<file path="src/verilog/ecs_defines.svh">
// Purpose: constants of the encoder command interpreter and status reporter
// Assumes: byte link receiver on the same clock feeds bytes and a frame-end strobe
// Notes: status codes, commands and the key, address and mode reset values live here as macros
`ifndef ECS_DEFINES_SVH
`define ECS_DEFINES_SVH

`define ECS_ST_OK 8'h00
`define ECS_ST_INIT_LO 8'h01
`define ECS_ST_INIT_HI 8'h06
`define ECS_ST_WDOG 8'h07
`define ECS_ST_CNT_OVF 8'h08
`define ECS_ST_PARITY 8'h09
`define ECS_ST_CHKSUM 8'h0a
`define ECS_ST_UNK_CMD 8'h0b
`define ECS_ST_LEN 8'h0c
`define ECS_ST_BAD_ARG 8'h0d
`define ECS_ST_RO 8'h0e
`define ECS_ST_KEY 8'h0f
`define ECS_ST_RESIZE 8'h10
`define ECS_ST_RANGE 8'h11
`define ECS_ST_NO_FIELD 8'h12
`define ECS_ST_ANALOG 8'h1c
`define ECS_ST_TEMP 8'h1e
`define ECS_ST_SPEED 8'h1f
`define ECS_ST_ST_POS 8'h20
`define ECS_ST_MT_POS 8'h21

`define ECS_C_RD_POS 8'h42
`define ECS_C_SET_POS 8'h43
`define ECS_C_RD_ANA 8'h44
`define ECS_C_RD_CNT 8'h46
`define ECS_C_INC_CNT 8'h47
`define ECS_C_DEL_CNT 8'h49
`define ECS_C_RD_DATA 8'h4a
`define ECS_C_ST_DATA 8'h4b
`define ECS_C_FLD_STAT 8'h4c
`define ECS_C_MK_FLD 8'h4d
`define ECS_C_FREE 8'h4e
`define ECS_C_NEW_KEY 8'h4f
`define ECS_C_STATUS 8'h50
`define ECS_C_TYPE 8'h52
`define ECS_C_RESET 8'h53
`define ECS_C_SET_ADDR 8'h55
`define ECS_C_SERIAL 8'h56
`define ECS_C_LINK_CFG 8'h57

`define ECS_KEY_RST 8'h55
`define ECS_ADDR_RST 8'h40
`define ECS_MODE_RST 8'he4
`define ECS_CH_A 8'h48
`define ECS_CH_B 8'hf0
`define ECS_BUF_LEN 4'h8
`define ECS_CNT_MAX 4'hf

`endif

</file>
<file path="src/verilog/ecs_pkg.sv">
// Purpose: types shared by the encoder command interpreter
// Assumes: nothing beyond the defines header
// Notes: types only, constants are macros
package ecs_pkg;
	typedef logic [7:0] ecs_byte_t;
	typedef enum logic {ECS_IDLE, ECS_RX} ecs_state_e;
endpackage

</file>
<file path="src/verilog/ecs_top.sv">
// Purpose: decodes link frames, checks them, executes settings, reports status
// Assumes: frame_end_i never in the same cycle as rx_valid_i
// Notes: frame = address, command, arguments, xor checksum
`timescale 1ns/1ps
`include "ecs_defines.svh"

module ecs_top import ecs_pkg::*; #(
	parameter int NUM_FIELDS = 4,
	parameter logic [10:0] FREE_BYTES = 11'd1792,
	parameter logic [7:0] TYPE_ID = 8'h5a, // arbitrary value
	parameter logic [15:0] SERIAL_ID = 16'h1234 // arbitrary value
) (
	input wire logic clk_i,
	input wire logic rst_i,
	input wire logic rx_valid_i,
	input wire logic [7:0] rx_byte_i,
	input wire logic rx_par_err_i,
	input wire logic frame_end_i,
	input wire logic init_fault_i,
	input wire logic [2:0] init_code_i,
	input wire logic wdog_restart_i,
	input wire logic cnt_ovf_i,
	input wire logic speed_fault_i,
	input wire logic st_fault_i,
	input wire logic mt_fault_i,
	input wire logic [1:0] mt_code_i,
	input wire logic analog_fault_i,
	input wire logic temp_fault_i,
	output logic resp_valid_o,
	output logic [7:0] resp_cmd_o,
	output logic [7:0] resp_code_o,
	output logic [15:0] resp_data_o,
	output logic exec_valid_o,
	output logic [7:0] exec_cmd_o,
	output logic [31:0] exec_arg_o,
	output logic soft_reset_o,
	output logic [7:0] bus_addr_o,
	output logic [7:0] link_mode_o,
	output logic [7:0] status_o
);
	localparam int FW = (NUM_FIELDS > 1) ? $clog2(NUM_FIELDS) : 1;

	// field table indexes with a small select, keep it bounded
	if (NUM_FIELDS < 1 || NUM_FIELDS > 16) begin : g_chk
		$error("ecs_top: NUM_FIELDS must be 1 to 16");
	end

	ecs_state_e state_ff;
	ecs_byte_t buf_ff [0:7];
	logic [3:0] cnt_ff;
	logic par_ff;
	ecs_byte_t chk_ff;
	ecs_byte_t key_ff;
	logic [6:0] size_ff [0:NUM_FIELDS-1];
	logic ro_ff [0:NUM_FIELDS-1];
	logic [10:0] free_ff;

	ecs_byte_t cmd, fb, wb, err_code, ev_code;
	logic [3:0] exp_len;
	logic prot, is_fld, is_acc, fexist, ev_valid;
	logic [FW-1:0] fi;
	logic frame_go, ok_go;
	logic [15:0] nxt_data;

	// frame collection; bytes past the buffer only count, so length check sees them
	always_ff @(posedge clk_i) begin
		if (rst_i) begin
			state_ff <= ECS_IDLE;
			cnt_ff <= 4'h0;
			par_ff <= 1'b0;
			chk_ff <= 8'h00;
		end else if (frame_end_i) begin
			state_ff <= ECS_IDLE;
			cnt_ff <= 4'h0;
			par_ff <= 1'b0;
			chk_ff <= 8'h00;
		end else if (rx_valid_i) begin
			state_ff <= ECS_RX;
			if (cnt_ff != `ECS_CNT_MAX) begin
				cnt_ff <= cnt_ff + 4'h1;
			end
			chk_ff <= chk_ff ^ rx_byte_i;
			par_ff <= par_ff | rx_par_err_i;
		end
	end

	// buffer store, no reset needed: length count guards stale bytes
	always_ff @(posedge clk_i) begin
		if (rx_valid_i && !frame_end_i && cnt_ff < `ECS_BUF_LEN) begin
			buf_ff[cnt_ff[2:0]] <= rx_byte_i;
		end
	end

	// frames to other addresses are dropped without an answer
	assign frame_go = frame_end_i && state_ff == ECS_RX && buf_ff[0] == bus_addr_o;
	assign ok_go = frame_go && err_code == `ECS_ST_OK;

	// command table: total frame length and key protection
	always_comb begin
		cmd = buf_ff[1];
		prot = 1'b0;
		case (cmd)
			`ECS_C_RD_POS, `ECS_C_RD_CNT, `ECS_C_INC_CNT, `ECS_C_FREE,
			`ECS_C_STATUS, `ECS_C_TYPE, `ECS_C_RESET, `ECS_C_SERIAL: exp_len = 4'h3;
			`ECS_C_RD_ANA, `ECS_C_FLD_STAT: exp_len = 4'h4;
			`ECS_C_RD_DATA: exp_len = 4'h5;
			`ECS_C_SET_POS: begin
				exp_len = 4'h8;
				prot = 1'b1;
			end
			`ECS_C_DEL_CNT: begin
				exp_len = 4'h4;
				prot = 1'b1;
			end
			`ECS_C_ST_DATA: begin
				exp_len = 4'h7;
				prot = 1'b1;
			end
			`ECS_C_MK_FLD: begin
				exp_len = 4'h6;
				prot = 1'b1;
			end
			`ECS_C_NEW_KEY, `ECS_C_SET_ADDR, `ECS_C_LINK_CFG: begin
				exp_len = 4'h5;
				prot = 1'b1;
			end
			default: exp_len = 4'h0; // unknown command
		endcase
	end

	// field operands sit after the key byte on protected commands
	always_comb begin
		is_acc = cmd == `ECS_C_RD_DATA || cmd == `ECS_C_ST_DATA;
		is_fld = is_acc || cmd == `ECS_C_FLD_STAT || cmd == `ECS_C_MK_FLD;
		fb = (cmd == `ECS_C_RD_DATA || cmd == `ECS_C_FLD_STAT) ? buf_ff[2] : buf_ff[3];
		wb = (cmd == `ECS_C_RD_DATA) ? buf_ff[3] : buf_ff[4];
		fexist = fb < 8'(NUM_FIELDS);
		fi = fb[FW-1:0];
	end

	// checks in fixed priority; first failing check names the fault
	always_comb begin
		if (par_ff) begin
			err_code = `ECS_ST_PARITY;
		end else if (cnt_ff < 4'h2) begin
			err_code = `ECS_ST_LEN;
		end else if (chk_ff != 8'h00) begin
			err_code = `ECS_ST_CHKSUM;
		end else if (exp_len == 4'h0) begin
			err_code = `ECS_ST_UNK_CMD;
		end else if (cnt_ff != exp_len) begin
			err_code = `ECS_ST_LEN;
		end else if (prot && buf_ff[2] != key_ff) begin
			err_code = `ECS_ST_KEY;
		end else if (is_fld && !fexist) begin
			err_code = `ECS_ST_NO_FIELD;
		end else if (is_acc && size_ff[fi] == 7'h00) begin
			err_code = `ECS_ST_NO_FIELD;
		end else if (cmd == `ECS_C_ST_DATA && ro_ff[fi]) begin
			err_code = `ECS_ST_RO;
		end else if (is_acc && wb >= {1'b0, size_ff[fi]}) begin
			err_code = `ECS_ST_RANGE;
		end else if (cmd == `ECS_C_MK_FLD && size_ff[fi] != 7'h00) begin
			err_code = `ECS_ST_RESIZE;
		end else if (cmd == `ECS_C_MK_FLD &&
			(buf_ff[4][6:0] == 7'h00 || {4'h0, buf_ff[4][6:0]} > free_ff)) begin
			err_code = `ECS_ST_BAD_ARG;
		end else if (cmd == `ECS_C_RD_ANA && buf_ff[2] != `ECS_CH_A &&
			buf_ff[2] != `ECS_CH_B) begin
			err_code = `ECS_ST_BAD_ARG;
		end else begin
			err_code = `ECS_ST_OK;
		end
	end

	// internal fault events, most severe first
	always_comb begin
		ev_valid = 1'b1;
		if (wdog_restart_i) begin
			ev_code = `ECS_ST_WDOG;
		end else if (init_fault_i) begin
			// out-of-range codes 0 and 7 fold onto the highest init code, 06h
			if (init_code_i == 3'h0 || init_code_i == 3'h7) begin
				ev_code = `ECS_ST_INIT_HI;
			end else begin
				ev_code = {5'h00, init_code_i};
			end
		end else if (mt_fault_i) begin
			ev_code = `ECS_ST_MT_POS + {6'h00, mt_code_i};
		end else if (st_fault_i) begin
			ev_code = `ECS_ST_ST_POS;
		end else if (speed_fault_i) begin
			ev_code = `ECS_ST_SPEED;
		end else if (temp_fault_i) begin
			ev_code = `ECS_ST_TEMP;
		end else if (analog_fault_i) begin
			ev_code = `ECS_ST_ANALOG;
		end else if (cnt_ovf_i) begin
			ev_code = `ECS_ST_CNT_OVF;
		end else begin
			ev_valid = 1'b0;
			ev_code = `ECS_ST_OK;
		end
	end

	// answer payload for the query commands
	always_comb begin
		unique case (cmd)
			`ECS_C_STATUS: nxt_data = {8'h00, status_o};
			`ECS_C_FLD_STAT: nxt_data = {8'h00, ro_ff[fi], size_ff[fi]};
			`ECS_C_FREE: nxt_data = {5'h00, free_ff};
			`ECS_C_TYPE: nxt_data = {8'h00, TYPE_ID};
			`ECS_C_SERIAL: nxt_data = SERIAL_ID;
			default: nxt_data = 16'h0000;
		endcase
	end

	// latest status: frame fault beats event, event beats device reset clear in the same cycle
	always_ff @(posedge clk_i) begin
		if (rst_i) begin
			status_o <= `ECS_ST_OK;
		end else if (frame_go && err_code != `ECS_ST_OK) begin
			status_o <= err_code;
		end else if (ev_valid) begin
			status_o <= ev_code;
		end else if (ok_go && cmd == `ECS_C_RESET) begin
			status_o <= `ECS_ST_OK;
		end
	end

	// one answer per frame for this address; refused frames never execute
	always_ff @(posedge clk_i) begin
		if (rst_i) begin
			resp_valid_o <= 1'b0;
			resp_cmd_o <= 8'h00;
			resp_code_o <= 8'h00;
			resp_data_o <= 16'h0000;
			exec_valid_o <= 1'b0;
			exec_cmd_o <= 8'h00;
			exec_arg_o <= 32'h00000000;
			soft_reset_o <= 1'b0;
		end else begin
			resp_valid_o <= frame_go;
			exec_valid_o <= ok_go;
			soft_reset_o <= ok_go && cmd == `ECS_C_RESET;
			if (frame_go) begin
				resp_cmd_o <= cmd;
				resp_code_o <= err_code;
				resp_data_o <= ok_go ? nxt_data : 16'h0000;
				exec_cmd_o <= cmd;
				exec_arg_o <= {buf_ff[2], buf_ff[3], buf_ff[4], buf_ff[5]};
			end
		end
	end

	// guarded settings change only on accepted frames
	always_ff @(posedge clk_i) begin
		if (rst_i) begin
			key_ff <= `ECS_KEY_RST;
			bus_addr_o <= `ECS_ADDR_RST;
			link_mode_o <= `ECS_MODE_RST;
		end else if (ok_go) begin
			if (cmd == `ECS_C_NEW_KEY) begin
				key_ff <= buf_ff[3];
			end
			if (cmd == `ECS_C_SET_ADDR) begin
				bus_addr_o <= buf_ff[3];
			end
			if (cmd == `ECS_C_LINK_CFG) begin
				link_mode_o <= buf_ff[3];
			end
		end
	end

	// field table; bit 7 of the size byte makes the new field read-only
	always_ff @(posedge clk_i) begin
		if (rst_i) begin
			free_ff <= FREE_BYTES;
			for (int i = 0; i < NUM_FIELDS; i++) begin
				size_ff[i] <= 7'h00;
				ro_ff[i] <= 1'b0;
			end
		end else if (ok_go && cmd == `ECS_C_MK_FLD) begin
			size_ff[fi] <= buf_ff[4][6:0];
			ro_ff[fi] <= buf_ff[4][7];
			free_ff <= free_ff - {4'h0, buf_ff[4][6:0]};
		end
	end
endmodule

</file>
<file path="config.mk">
export PLATFORM = sky130hd
export DESIGN_NAME = ecs_top
export DESIGN_NICKNAME = d
export VERILOG_FILES = /design/src/verilog/ecs_pkg.sv /design/src/verilog/ecs_top.sv
export VERILOG_INCLUDE_DIRS = /design/src /design/src/verilog
export SDC_FILE = /design/constraint.sdc
export NUM_CORES = 1
export LEC_CHECK = 0
export BUFFER_PORTS_ARGS = -buffer_cell sky130_fd_sc_hd__buf_2
export CAP_MARGIN = 20
export CORE_ASPECT_RATIO = 0.75
export CORE_MARGIN = 1.5
export CORE_UTILIZATION = 58
export CTS_CLUSTER_SIZE = 28
export DETAILED_ROUTE_END_ITERATION = 10
export PLACE_DENSITY_LB_ADDON = 0.15
export SKIP_LAST_GASP = 1
export SLEW_MARGIN = 10
export SYNTH_ARGS = -nofsm -noshare
export SYNTH_HDL_FRONTEND = slang
export SYNTH_SLANG_ARGS = --single-unit
</file>
<file path="constraint.sdc">
create_clock -name clk_i -period 7 [get_ports clk_i]
set_clock_uncertainty 0.2 [all_clocks]
set_input_delay 0.35 -clock clk_i [delete_from_list [all_inputs] [get_ports clk_i]]
set_output_delay 0.35 -clock clk_i [all_outputs]
set_load 0.05 [all_outputs]
</file>
==> flow_summary_export.csv, run 1 <==
group,metric,value,unit
worst_setup_path,cp_slowest_cell,"nor2_1",
synth,synth_compound_area_share,11.82,%
final_layout,fin_area,10740,µm²
floorplan,initial_core_util,59.29,%
synth,synth_edf_count,80,
sta,final.setup.tns,0,ns
synth,yosys.area_share.adder,2.432,%
synth,yosysUniqueCellTypes,79,
worst_hold_path,hold_path_class,"in -> reg",
flow_run,max_cap_viol_count,0,
clock_network,h-tree-depth,4,
sta,holdWs,0.03875,ns
route,vias,7445,
route,wl_per_cell,19.27,µm
synth,synth_simple_gate_area_share,21.48,%
sta,fin_crit,5.258,ns
route,viasPerCell,5.932,
clock_network,root_buffer,"clkbuf_16",
clock_network,cts_buffer_depth,2,
worst_setup_path,crit_arrival,5.13,ns
floorplan,die_w,150.5,µm
worst_setup_path,crit_path_end_kind,"flip-flop",
placement,portBuffers,115,
global_routing,grt_pass1_wl,37670,µm
synth,postSynthAreaPerCell,9.995,µm²
sta,layout_setup_ws,1.742,ns
floorplan,chipHeight,113.6,µm
clock_network,tritoncts,"built",
synth,synthMuxAreaShare,6.438,%
synth,synth_common_cells,"136 x nand2_1, 115 x dfxtp_1, 80 x edfxtp_1, 75 x nor2_1, 65 x a21oi_1",
worst_setup_path,crit_fanout,17,
synth,synth_ff_type,"dfxtp_1",
final_layout,layout-drive-gt1-share,19.04,%
placement,dp_hpwl,17250,µm
sta,tightest_slew,1.027,ns
synth,ys_seq_area_share,49.70,%
placement,post_dp_cell_area,10060,µm²
global_routing,antenna_found_initial,1,
final_layout,final_net_count,1075,
synth,synth-seq-cells,195,
power,ir_drop,198.5,µV
worst_setup_path,cp.required,6.87,ns
placement,pre_cts_slack,1.770,ns
worst_setup_path,critPathTopFamily,"simple AND/OR/NAND/NOR gates",
sta,final_hold_viol_count,0,
power,leakagePower,4.123,nW
global_routing,grt_usage,29.23,%
synth,synthMostInstantiatedCell,"nand2_1",
final_layout,nFillCells,1263,
clock_network,clk_latency,0.44,ns
worst_setup_path,crit_type,"reg -> reg",
sta,finalCritPeriodShare,75.12,%
route,drt_iter0_markers,656,
route,ant_nets,0,
sta,slew_headroom,31.17,%
route,drt_pass1_iterations,5,
route,drc,0,
synth,yosys.area.top_type,"edfxtp_1",
synth,ys_warn_count,0,
floorplan,io_pins,125,
floorplan,fp.coreArea,15970,µm²
synth,yosysTopAreaCellShare,25.38,%
synth,syn_inst,947,
floorplan,row_count,40,
synth,synth_top_family_by_area,"simple AND/OR/NAND/NOR gates",
clock_network,cts.sinks,195,
worst_setup_path,worst-path-buf-inv,1,
global_routing,grt_max_degree,70,
synth,syn_area,9465,µm²
placement,gp_congestion,0.8950,
synth,ys_async_sr_fraction,0,%
route,routed_wl,24190,µm
power,p_per_area,221.4,nW/µm²
synth,synth_xor_xnor_area_share,3.516,%
global_routing,gr-total-overflow,0,
worst_setup_path,worstSetupStartpointType,"flip-flop",
clock_network,cts_buffers,17,
sta,final-setup-viol-count,0,
sta,rsz0062_at_grt,"false",
sta,fmax,190.2,MHz
final_layout,diodes,0,
floorplan,die-area,17100,µm²
worst_setup_path,slowest_delay,0.60,ns
clock_network,clk_pin_slew,0.08,ns
outcome,status,"completed",
synth,synth_area_leaders,"edfxtp_1 25%, dfxtp_1 24%, nand2_1 5.4%",
worst_setup_path,path_cells,"or3b_1 > nor4_4 > buf_4 > mux2_2 > ha_1 > nand2b_1 > a211oi_1 > o21ai_0 > a211oi_1 > or3_1 > o21bai_1 > a2111oi_0 > nor2_1 > nor2_1",
sta,drv_slew,0,
final_layout,area_delta_synth_final,13.50,%
clock_network,cts-resized-gates,0,
global_routing,grt_pass1_vias,6756,
==> report_power, final <==
part	leakage (nW)	internal (mW)	switching, mW	total, mW
Sequential	1.69	1.19	0.0129	1.21
Combinational	2.11	0.0296	0.0720	0.102
Clock	0.324	0.603	0.466	1.07
==> layout make-up <==
| class | instances | area (µm²) | share of cell area (%) |
|---|---|---|---|
| timing repair buffer | 129 | 675.6 | 6.289 |
| multi-input combinational | 668 | 4363 | 40.61 |
| tap | 210 | 262.8 | 2.446 |
| clock buffer | 18 | 450.4 | 4.193 |
| clock inverter | 14 | 207.7 | 1.933 |
| inverter | 21 | 78.83 | 0.7338 |
| sequential | 195 | 4705 | 43.79 |
==> per-stage QoR <==
| step | instances | util [%] | power (mW) |
|---|---|---|---|
| after CTS | 1252 | 67.19 | 2.381 |
| after global placement | 1219 | 63.01 | 1.330 |
| after floorplan | 955 | - | 1.300 |
| after global routing | 1255 | 67.29 | 2.444 |
| after detailed placement | 1219 | 63.01 | 1.332 |
| final | 1255 | 67.29 | 2.378 |
==> timing repair <==
item | in CTS | in global routing
hold buffers | 1 | 0
buffers inserted | 0 | 0
hold endpoints to repair | 1 | 0
==> layout by cell type (no fill, tap or decap), types with 12 or more instances in the layout <==
cell type and instances:
and2_1 36, a21oi_1 65, nor2_1 75, buf_2 118, xnor2_1 12, edfxtp_1 80, dfxtp_1 115, o21ai_0 33
mux4_2 14, mux2i_1 26, nor3_1 20, xor2_1 26, ha_1 16, clkbuf_16 18, nand3_1 14, nand2_1 136
nor4_1 19, nor2b_1 23, inv_1 21
==> flip-flops by register name (all words and copies together), names as in the netlist, 6 cells and up <==
name	count
chk_ff	8
link_mode_o	8
exec_arg_o	32
free_ff	11
buf_ff	48
key_ff	8
bus_addr_o	8
size_ff	28
status_o	6
exec_cmd_o	8
resp_data_o	12
==> cells by family (layout without fill, tap and decap cells) <==
group | after synthesis | count (layout)
AOI/OAI and AO/OA | 171 | 171
muxes | 43 | 43
DFF | 195 | 195
xor gates and xnor gates | 38 | 38
and+or+nand+nor | 389 | 389
other | 1 | 9
buffers and inverters | 92 | 182
adders and majority gates | 18 | 18
==> path summary, 6_finish.rpt <==
| path | startpoint | to | slack (ns) | cells past startpoint |
|---|---|---|---|---|
| worst max-delay path | buf_ff[1][7] | size_ff[3][2] | 1.74 | 14 |
| worst min-delay path | rx_byte_i[0] | buf_ff[3][0] | 0.04 | 1 |
| worst max register to register | buf_ff[1][7] | size_ff[3][2] | 1.74 | 14 |
| worst min register to register | exec_arg_o[31] | exec_arg_o[31] | 0.25 | 2 |
==> metal layers <==
metal  vias to the layer above  wire length [µm]  global-route usage [%]
li1                       3525                 -                       -
met1                      3594             11380                   44.81
met2                       301             10530                   41.80
met3                        25              1954                   6.400
met4                         0               325                   7.451
met5                         -                 0                       0
No activity file was read; power rests on OpenSTA's default activity.
==> inputs of run 2 (changes only) <==
ABC_AREA = 1   (was unset)
CORE_UTILIZATION = 52   (was 58)
clock period = 4.5 ns   (was 7 ns; I/O delays follow)
==> run 2 against run 1 <==
  * Global-route usage shrank 1.5 points
  * Critical path depth grew 9
  * Routed wire length rose by 3.3%
  * Cell count rose by 14%
  * Largest cell class unchanged
  * Highest routed layer unchanged
  * Sequential share of layout area rose by 0.44 points
  * Largest power group unchanged
  * Via count grew 4.7%
  * Critical endpoint is now size_ff[2][2]
  * Setup slack got worse by 1.4 ns
==> flow_summary_export.csv, run 2 <==
group,metric,value,unit
synth,synthMostInstantiatedCell,"nand2_1",
floorplan,io_pins,125,
sta,layout_setup_ws,0.3050,ns
final_layout,final_common_cell,"nand2_1",
global_routing,grt_pass1_wl,38930,µm
clock_network,clk_latency,0.44,ns
route,drt_pass1_iterations,7,
final_layout,final_net_count,1241,
placement,post_dp_cell_area,9833,µm²
final_layout,diodes,0,
worst_setup_path,crit_type,"reg -> reg",
sta,tightest_slew,0.9300,ns
synth,yosysTopAreaCellShare,26.50,%
clock_network,h-tree-depth,4,
floorplan,row_count,41,
clock_network,clk_pin_slew,0.07,ns
power,netSwitchingFraction,24.14,%
floorplan,chipHeight,117.3,µm
sta,fmax,238.4,MHz
synth,synth-seq-cells,195,
final_layout,layout-drive-gt1-share,18.83,%
worst_setup_path,cp.required,4.43,ns
route,viasPerCell,5.466,
sta,final.setup.tns,0,ns
placement,dp_hpwl,17840,µm
worst_hold_path,hold_path_class,"in -> reg",
final_layout,fin_cells,1426,
sta,rsz0062_at_grt,"false",
power,intPower,2.670,mW
synth,synth_edf_count,80,
worst_setup_path,cp_slowest_cell,"edfxtp_1",
clock_network,tritoncts,"built",
placement,gp_congestion,0.9365,
placement,portBuffers,115,
final_layout,fin_area,10640,µm²
synth,synth_common_cells,"194 x nand2_1, 119 x nor2_1, 115 x dfxtp_1, 111 x inv_1, 95 x o21ai_0",
synth,ys_seq_area_share,51.91,%
worst_setup_path,worstSetupStartpointType,"flip-flop",
sta,fin_crit,4.195,ns
power,power_switching,849.8,µW
worst_setup_path,rrSetupSlack,0.30,ns
flow_run,max_cap_viol_count,0,
power,p_per_area,331.0,nW/µm²
global_routing,grt_pass1_vias,6985,
floorplan,initial_core_util,53.54,%
sta,holdWs,0.01663,ns
placement,dp_cells,1376,
synth,syn_area,9064,µm²
route,ant_nets,0,
synth,synth_ff_type,"dfxtp_1",
route,drt_iter0_markers,723,
route,wl_per_cell,17.52,µm
global_routing,grt_usage,27.74,%
clock_network,cts_buffer_depth,2,
sta,final-setup-viol-count,0,
synth,synth_area_leaders,"edfxtp_1 27%, dfxtp_1 25%, nand2_1 8.0%",
clock_network,root_buffer,"clkbuf_16",
global_routing,antenna_found_initial,0,
power,power,3.520,mW
worst_setup_path,slowest_delay,0.43,ns
global_routing,gr-total-overflow,0,
worst_setup_path,cpMostUsedCell,"nand2_4",
power,leakagePower,4.858,nW
clock_network,cts.sinks,195,
worst_setup_path,path_cells,"inv_2 > nand2_1 > nor2_2 > nand2_2 > nand2_4 > nand2_4 > nand2_8 > nand2_1 > nand3_1 > nand2_2 > ha_1 > a21o_1 > a211oi_2 > o21ai_0 > o21ai_1 > nand2_1 > a21oi_2 > inv_2 > nor2_8 > nand2_4 > nor2_4 > nand3_2 > nand2_4",
final_layout,largest_reg_flops,48,
global_routing,grt_max_degree,77,
floorplan,die-area,18240,µm²
final_layout,nFillCells,1487,
floorplan,die_w,155.4,µm
synth,yosys.area.top_type,"edfxtp_1",
worst_setup_path,crit_fanout,13,
route,vias,7794,
final_layout,area_delta_synth_final,17.34,%
worst_setup_path,crit_path_end_kind,"flip-flop",
floorplan,fp.coreArea,16930,µm²
power,ir_drop,201.2,µV
synth,ys_async_sr_fraction,0,%
synth,yosysUniqueCellTypes,50,
sta,finalCritPeriodShare,93.22,%
worst_setup_path,crit_arrival,4.13,ns
sta,slew_headroom,38.00,%
sta,drv_slew,0,
synth,postSynthAreaPerCell,8.543,µm²
power,pwr-share-comb,4.5,%
power,pwr-share-clk,42.3,%
sta,final_hold_viol_count,0,
placement,pre_cts_slack,-0.02433,ns
route,drc,0,
outcome,status,"completed",
final_layout,final_util,62.82,%
synth,syn_inst,1061,
final_layout,final_cell_mix,"190 x nand2_1, 117 x buf_2, 116 x nor2_1, 115 x dfxtp_1, 110 x inv_1",
power,power_frac_seq,53.2,%
route,routed_wl,24980,µm
clock_network,cts_buffers,17,
synth,ys_warn_count,0,
[run 2: cell count changes in the layout (fill, tap and decap cells not counted), sizes merged, moves of 36 or more]
| cell | delta |
|---|---|
| nand3 | +44 |
| o21ai | +67 |
| nand2 | +73 |
| inv | +100 |
| nor2 | +51 |
| and2 | -36 |
[run 2: path summary, 6_finish.rpt]
path                        from             end  cells past startpoint
setup reg to reg    buf_ff[1][0]   size_ff[2][2]                     23
hold reg to reg   resp_code_o[3]  resp_code_o[3]                      2
hold / removal        rx_valid_i        state_ff                      3
setup / recovery    buf_ff[1][0]   size_ff[2][2]                     23
[run 2: routing by layer]
metal	vias to the layer above	GRT usage (%)	wire, µm
li1	3796	-	-
met1	3625	42.59	12030
met2	340	38.95	10420
met3	33	6.430	2165
met4	0	7.262	366
met5	-	0	0
[run 2: area by class of cell]
| class | count | area [µm²] | share of cell area (%) |
|---|---|---|---|
| Clock buffer | 21 | 461.7 | 4.341 |
| Timing Repair Buffer | 159 | 938.4 | 8.824 |
| Sequential cell | 195 | 4705 | 44.24 |
| Multi-Input combinational cell | 705 | 3699 | 34.78 |
| Inverter | 120 | 455.4 | 4.282 |
| Clock inverter | 11 | 107.6 | 1.012 |
| Tap cell | 215 | 269.0 | 2.529 |
[run 2: cells by family after synthesis]
kind of cell	after synthesis	share of synthesized area, %
flip-flops	195	51.91
adder cells (fa/ha/maj)	17	2.430
XOR/XNOR	17	1.643
AND/OR/NAND/NOR	436	21.77
AO/OA/AOI/OAI	226	13.82
other	1	0.04137
buffers and inverters	169	8.393
[run 2: power groups by stage]
stage,registers (mW),clock network (mW),logic (mW)
2_1_floorplan,1.92,0,0.0909
3_3_place_gp,1.91,0,0.144
3_5_place_dp,1.91,0,0.145
4_1_cts,1.87,1.50,0.154
5_1_grt,1.87,1.57,0.173
6_report,1.87,1.49,0.158
[run 2: timing repair]
item / in CTS / in global routing
gates resized for setup: 2 / 16
setup endpoints to repair: 16 / 96
endpoints found under the hold margin: 63 / 0
buffers inserted: 0 / 5
pin swaps: 0 / 3
hold buffers: 12 / 0
[run 2: critical path: cells and delay by family, from the launching register on]
| family | cells | cell delay [ns] |
|---|---|---|
| AO/OA/AOI/OAI | 5 | 0.88 |
| adder cells (fa/ha/maj) | 1 | 0.32 |
| AND/OR/NAND/NOR | 15 | 1.87 |
| flip-flops | 1 | 0.43 |
| buffers and inverters | 2 | 0.19 |
==> inputs of run 3 (changes only) <==
CORE_UTILIZATION = 54   (was 52)
CTS_BUF_LIST = sky130_fd_sc_hd__clkbuf_8   (was unset)
==> run 3 against run 2 <==
  * Routed wire length fell by 3.2%
  * Maximum frequency is 0.11% lower
  * Hold slack improved by 0.018 ns
  * Cell count fell by 0.14%
  * Combinational power is essentially flat
  * Sequential share of layout area up 0.88 points
  * Flip-flop and latch count did not move
  * Die area decreased by 3.6%
  * Utilization grew 1.5 points
  * Via count rose by 0.54%
  * Global-route usage down 0.091 points
  * Total power fell by 12%
==> flow_summary_export.csv, run 3 (synthesis gave the netlist of run 2 again) <==
group,metric,value,unit
power,intPower,2.302,mW
worst_setup_path,worstSetupStartpointType,"flip-flop",
global_routing,grt_pass1_wl,37360,µm
sta,tightest_slew,1.040,ns
sta,drv_slew,0,
power,netSwitchingFraction,25.84,%
worst_setup_path,crit_fanout,11,
power,leakagePower,4.763,nW
placement,gp_congestion,0.9112,
floorplan,die_w,152.6,µm
floorplan,fp.coreArea,16220,µm²
clock_network,cts_buffer_depth,2,
clock_network,root_buffer,"clkbuf_8",
sta,final-setup-viol-count,0,
sta,fmax,238.1,MHz
placement,dp_cells,1364,
power,pwr-share-comb,5.1,%
placement,portBuffers,115,
final_layout,diodes,0,
worst_setup_path,crit_arrival,4.25,ns
final_layout,fin_area,10430,µm²
floorplan,chipHeight,115.2,µm
final_layout,final_net_count,1244,
route,routed_wl,24170,µm
power,ir_drop,227.1,µV
sta,slew_headroom,30.70,%
final_layout,final_common_cell,"nand2_1",
flow_run,max_cap_viol_count,0,
global_routing,gr-total-overflow,0,
global_routing,grt_usage,27.65,%
final_layout,area_delta_synth_final,15.05,%
floorplan,row_count,40,
power,power_switching,802.1,µW
worst_setup_path,cp.required,4.55,ns
route,drt_pass1_iterations,5,
power,p_per_area,297.7,nW/µm²
final_layout,fin_cells,1424,
placement,post_dp_cell_area,9774,µm²
global_routing,met3_usage,7.312,%
sta,final_hold_viol_count,0,
final_layout,final_util,64.31,%
final_layout,multi_input_area,3672,µm²
route,drt_iter0_markers,644,
sta,finalCritPeriodShare,93.33,%
clock_network,clk_pin_slew,0.10,ns
global_routing,use_met1,40.95,%
final_layout,final_cell_mix,"191 x nand2_1, 116 x nor2_1, 116 x buf_2, 115 x dfxtp_1, 111 x inv_1",
route,viasPerCell,5.503,
floorplan,io_pins,125,
placement,dp_hpwl,17010,µm
clock_network,cts.sinks,195,
final_layout,largest_reg_flops,48,
global_routing,grt_max_degree,78,
clock_network,clk_latency,0.49,ns
worst_setup_path,crit_path_end_kind,"flip-flop",
global_routing,grt_pass1_vias,6925,
sta,fin_crit,4.200,ns
global_routing,antenna_found_initial,0,
worst_setup_path,cp_slowest_cell,"edfxtp_1",
route,wl_per_cell,16.97,µm
worst_setup_path,slowest_delay,0.44,ns
power,power_frac_seq,60.3,%
route,drc,0,
floorplan,initial_core_util,55.90,%
final_layout,nFillCells,1386,
power,pwr-share-clk,34.6,%
sta,holdWs,0.03418,ns
clock_network,h-tree-depth,4,
clock_network,tritoncts,"built",
global_routing,busiest_layer,"met1",
route,vias,7836,
final_layout,layout-drive-gt1-share,18.20,%
outcome,status,"completed",
worst_hold_path,hold_path_class,"in -> reg",
final_layout,ff_latch_area,4705,µm²
floorplan,die-area,17580,µm²
route,ant_nets,0,
global_routing,met2_usage,39.85,%
clock_network,cts_buffers,17,
worst_setup_path,crit_type,"reg -> reg",
run 3: area by class of cell:
class	count	share of cell area, %
sequential	195	45.12
multi-input combinational	705	35.22
clock buffer	17	2.244
clock inverter	15	1.140
tap	210	2.520
timing repair buffer	162	9.395
inverter	120	4.368
run 3: metal layers:
layer	routed length, µm	share of wire (%)
met1	11580	48
met2	10190	42
met3	2049	8.5
met4	355	1.5
met5	0	0
run 3: worst paths after layout:
path / start / endpoint / slack (ns) / depth (start not counted)
worst max-delay path: buf_ff[1][2] / size_ff[3][4] / 0.30 / 25
worst min-delay path: cnt_ovf_i / status_o[3] / 0.03 / 5
worst min register to register: resp_data_o[5] / resp_data_o[5] / 0.27 / 2
worst max register to register: buf_ff[1][2] / size_ff[3][4] / 0.30 / 25
run 3: what timing repair did:
item | in CTS | in global routing
resized for setup | 0 | 14
hold buffers | 18 | 0
hold endpoints to repair | 76 | 0
setup buffers | 0 | 9
setup endpoints to repair | 0 | 93
run 3: power groups by stage:
stage          clock (mW)  combinational (mW)  sequential, mW
6_report             1.07               0.160            1.87
2_1_floorplan           0              0.0909            1.92
3_3_place_gp            0               0.142            1.91
3_5_place_dp            0               0.144            1.91
4_1_cts              1.09               0.156            1.87
5_1_grt              1.15               0.174            1.87
run 3: worst max-delay path, delay by kind of cell, from the launching register on:
kind / cells / cell delay, ns
compound gates: 6 / 0.96
flops: 1 / 0.44
buf+inv: 4 / 0.43
fa+ha+maj: 1 / 0.31
simple gates: 14 / 1.63
run 3: per-stage QoR:
stage / total power, mW / TNS [ns] / setup WS, ns
6_report: 3.104 / 0 / 0.3002
5_1_grt: 3.201 / -0.2697 / -0.04187
4_1_cts: 3.113 / 0 / 0.04744
3_5_place_dp: 2.056 / 0 / 0.08339
3_3_place_gp: 2.054 / 0 / 0.2078
2_1_floorplan: 2.007 / 0 / 0.2914
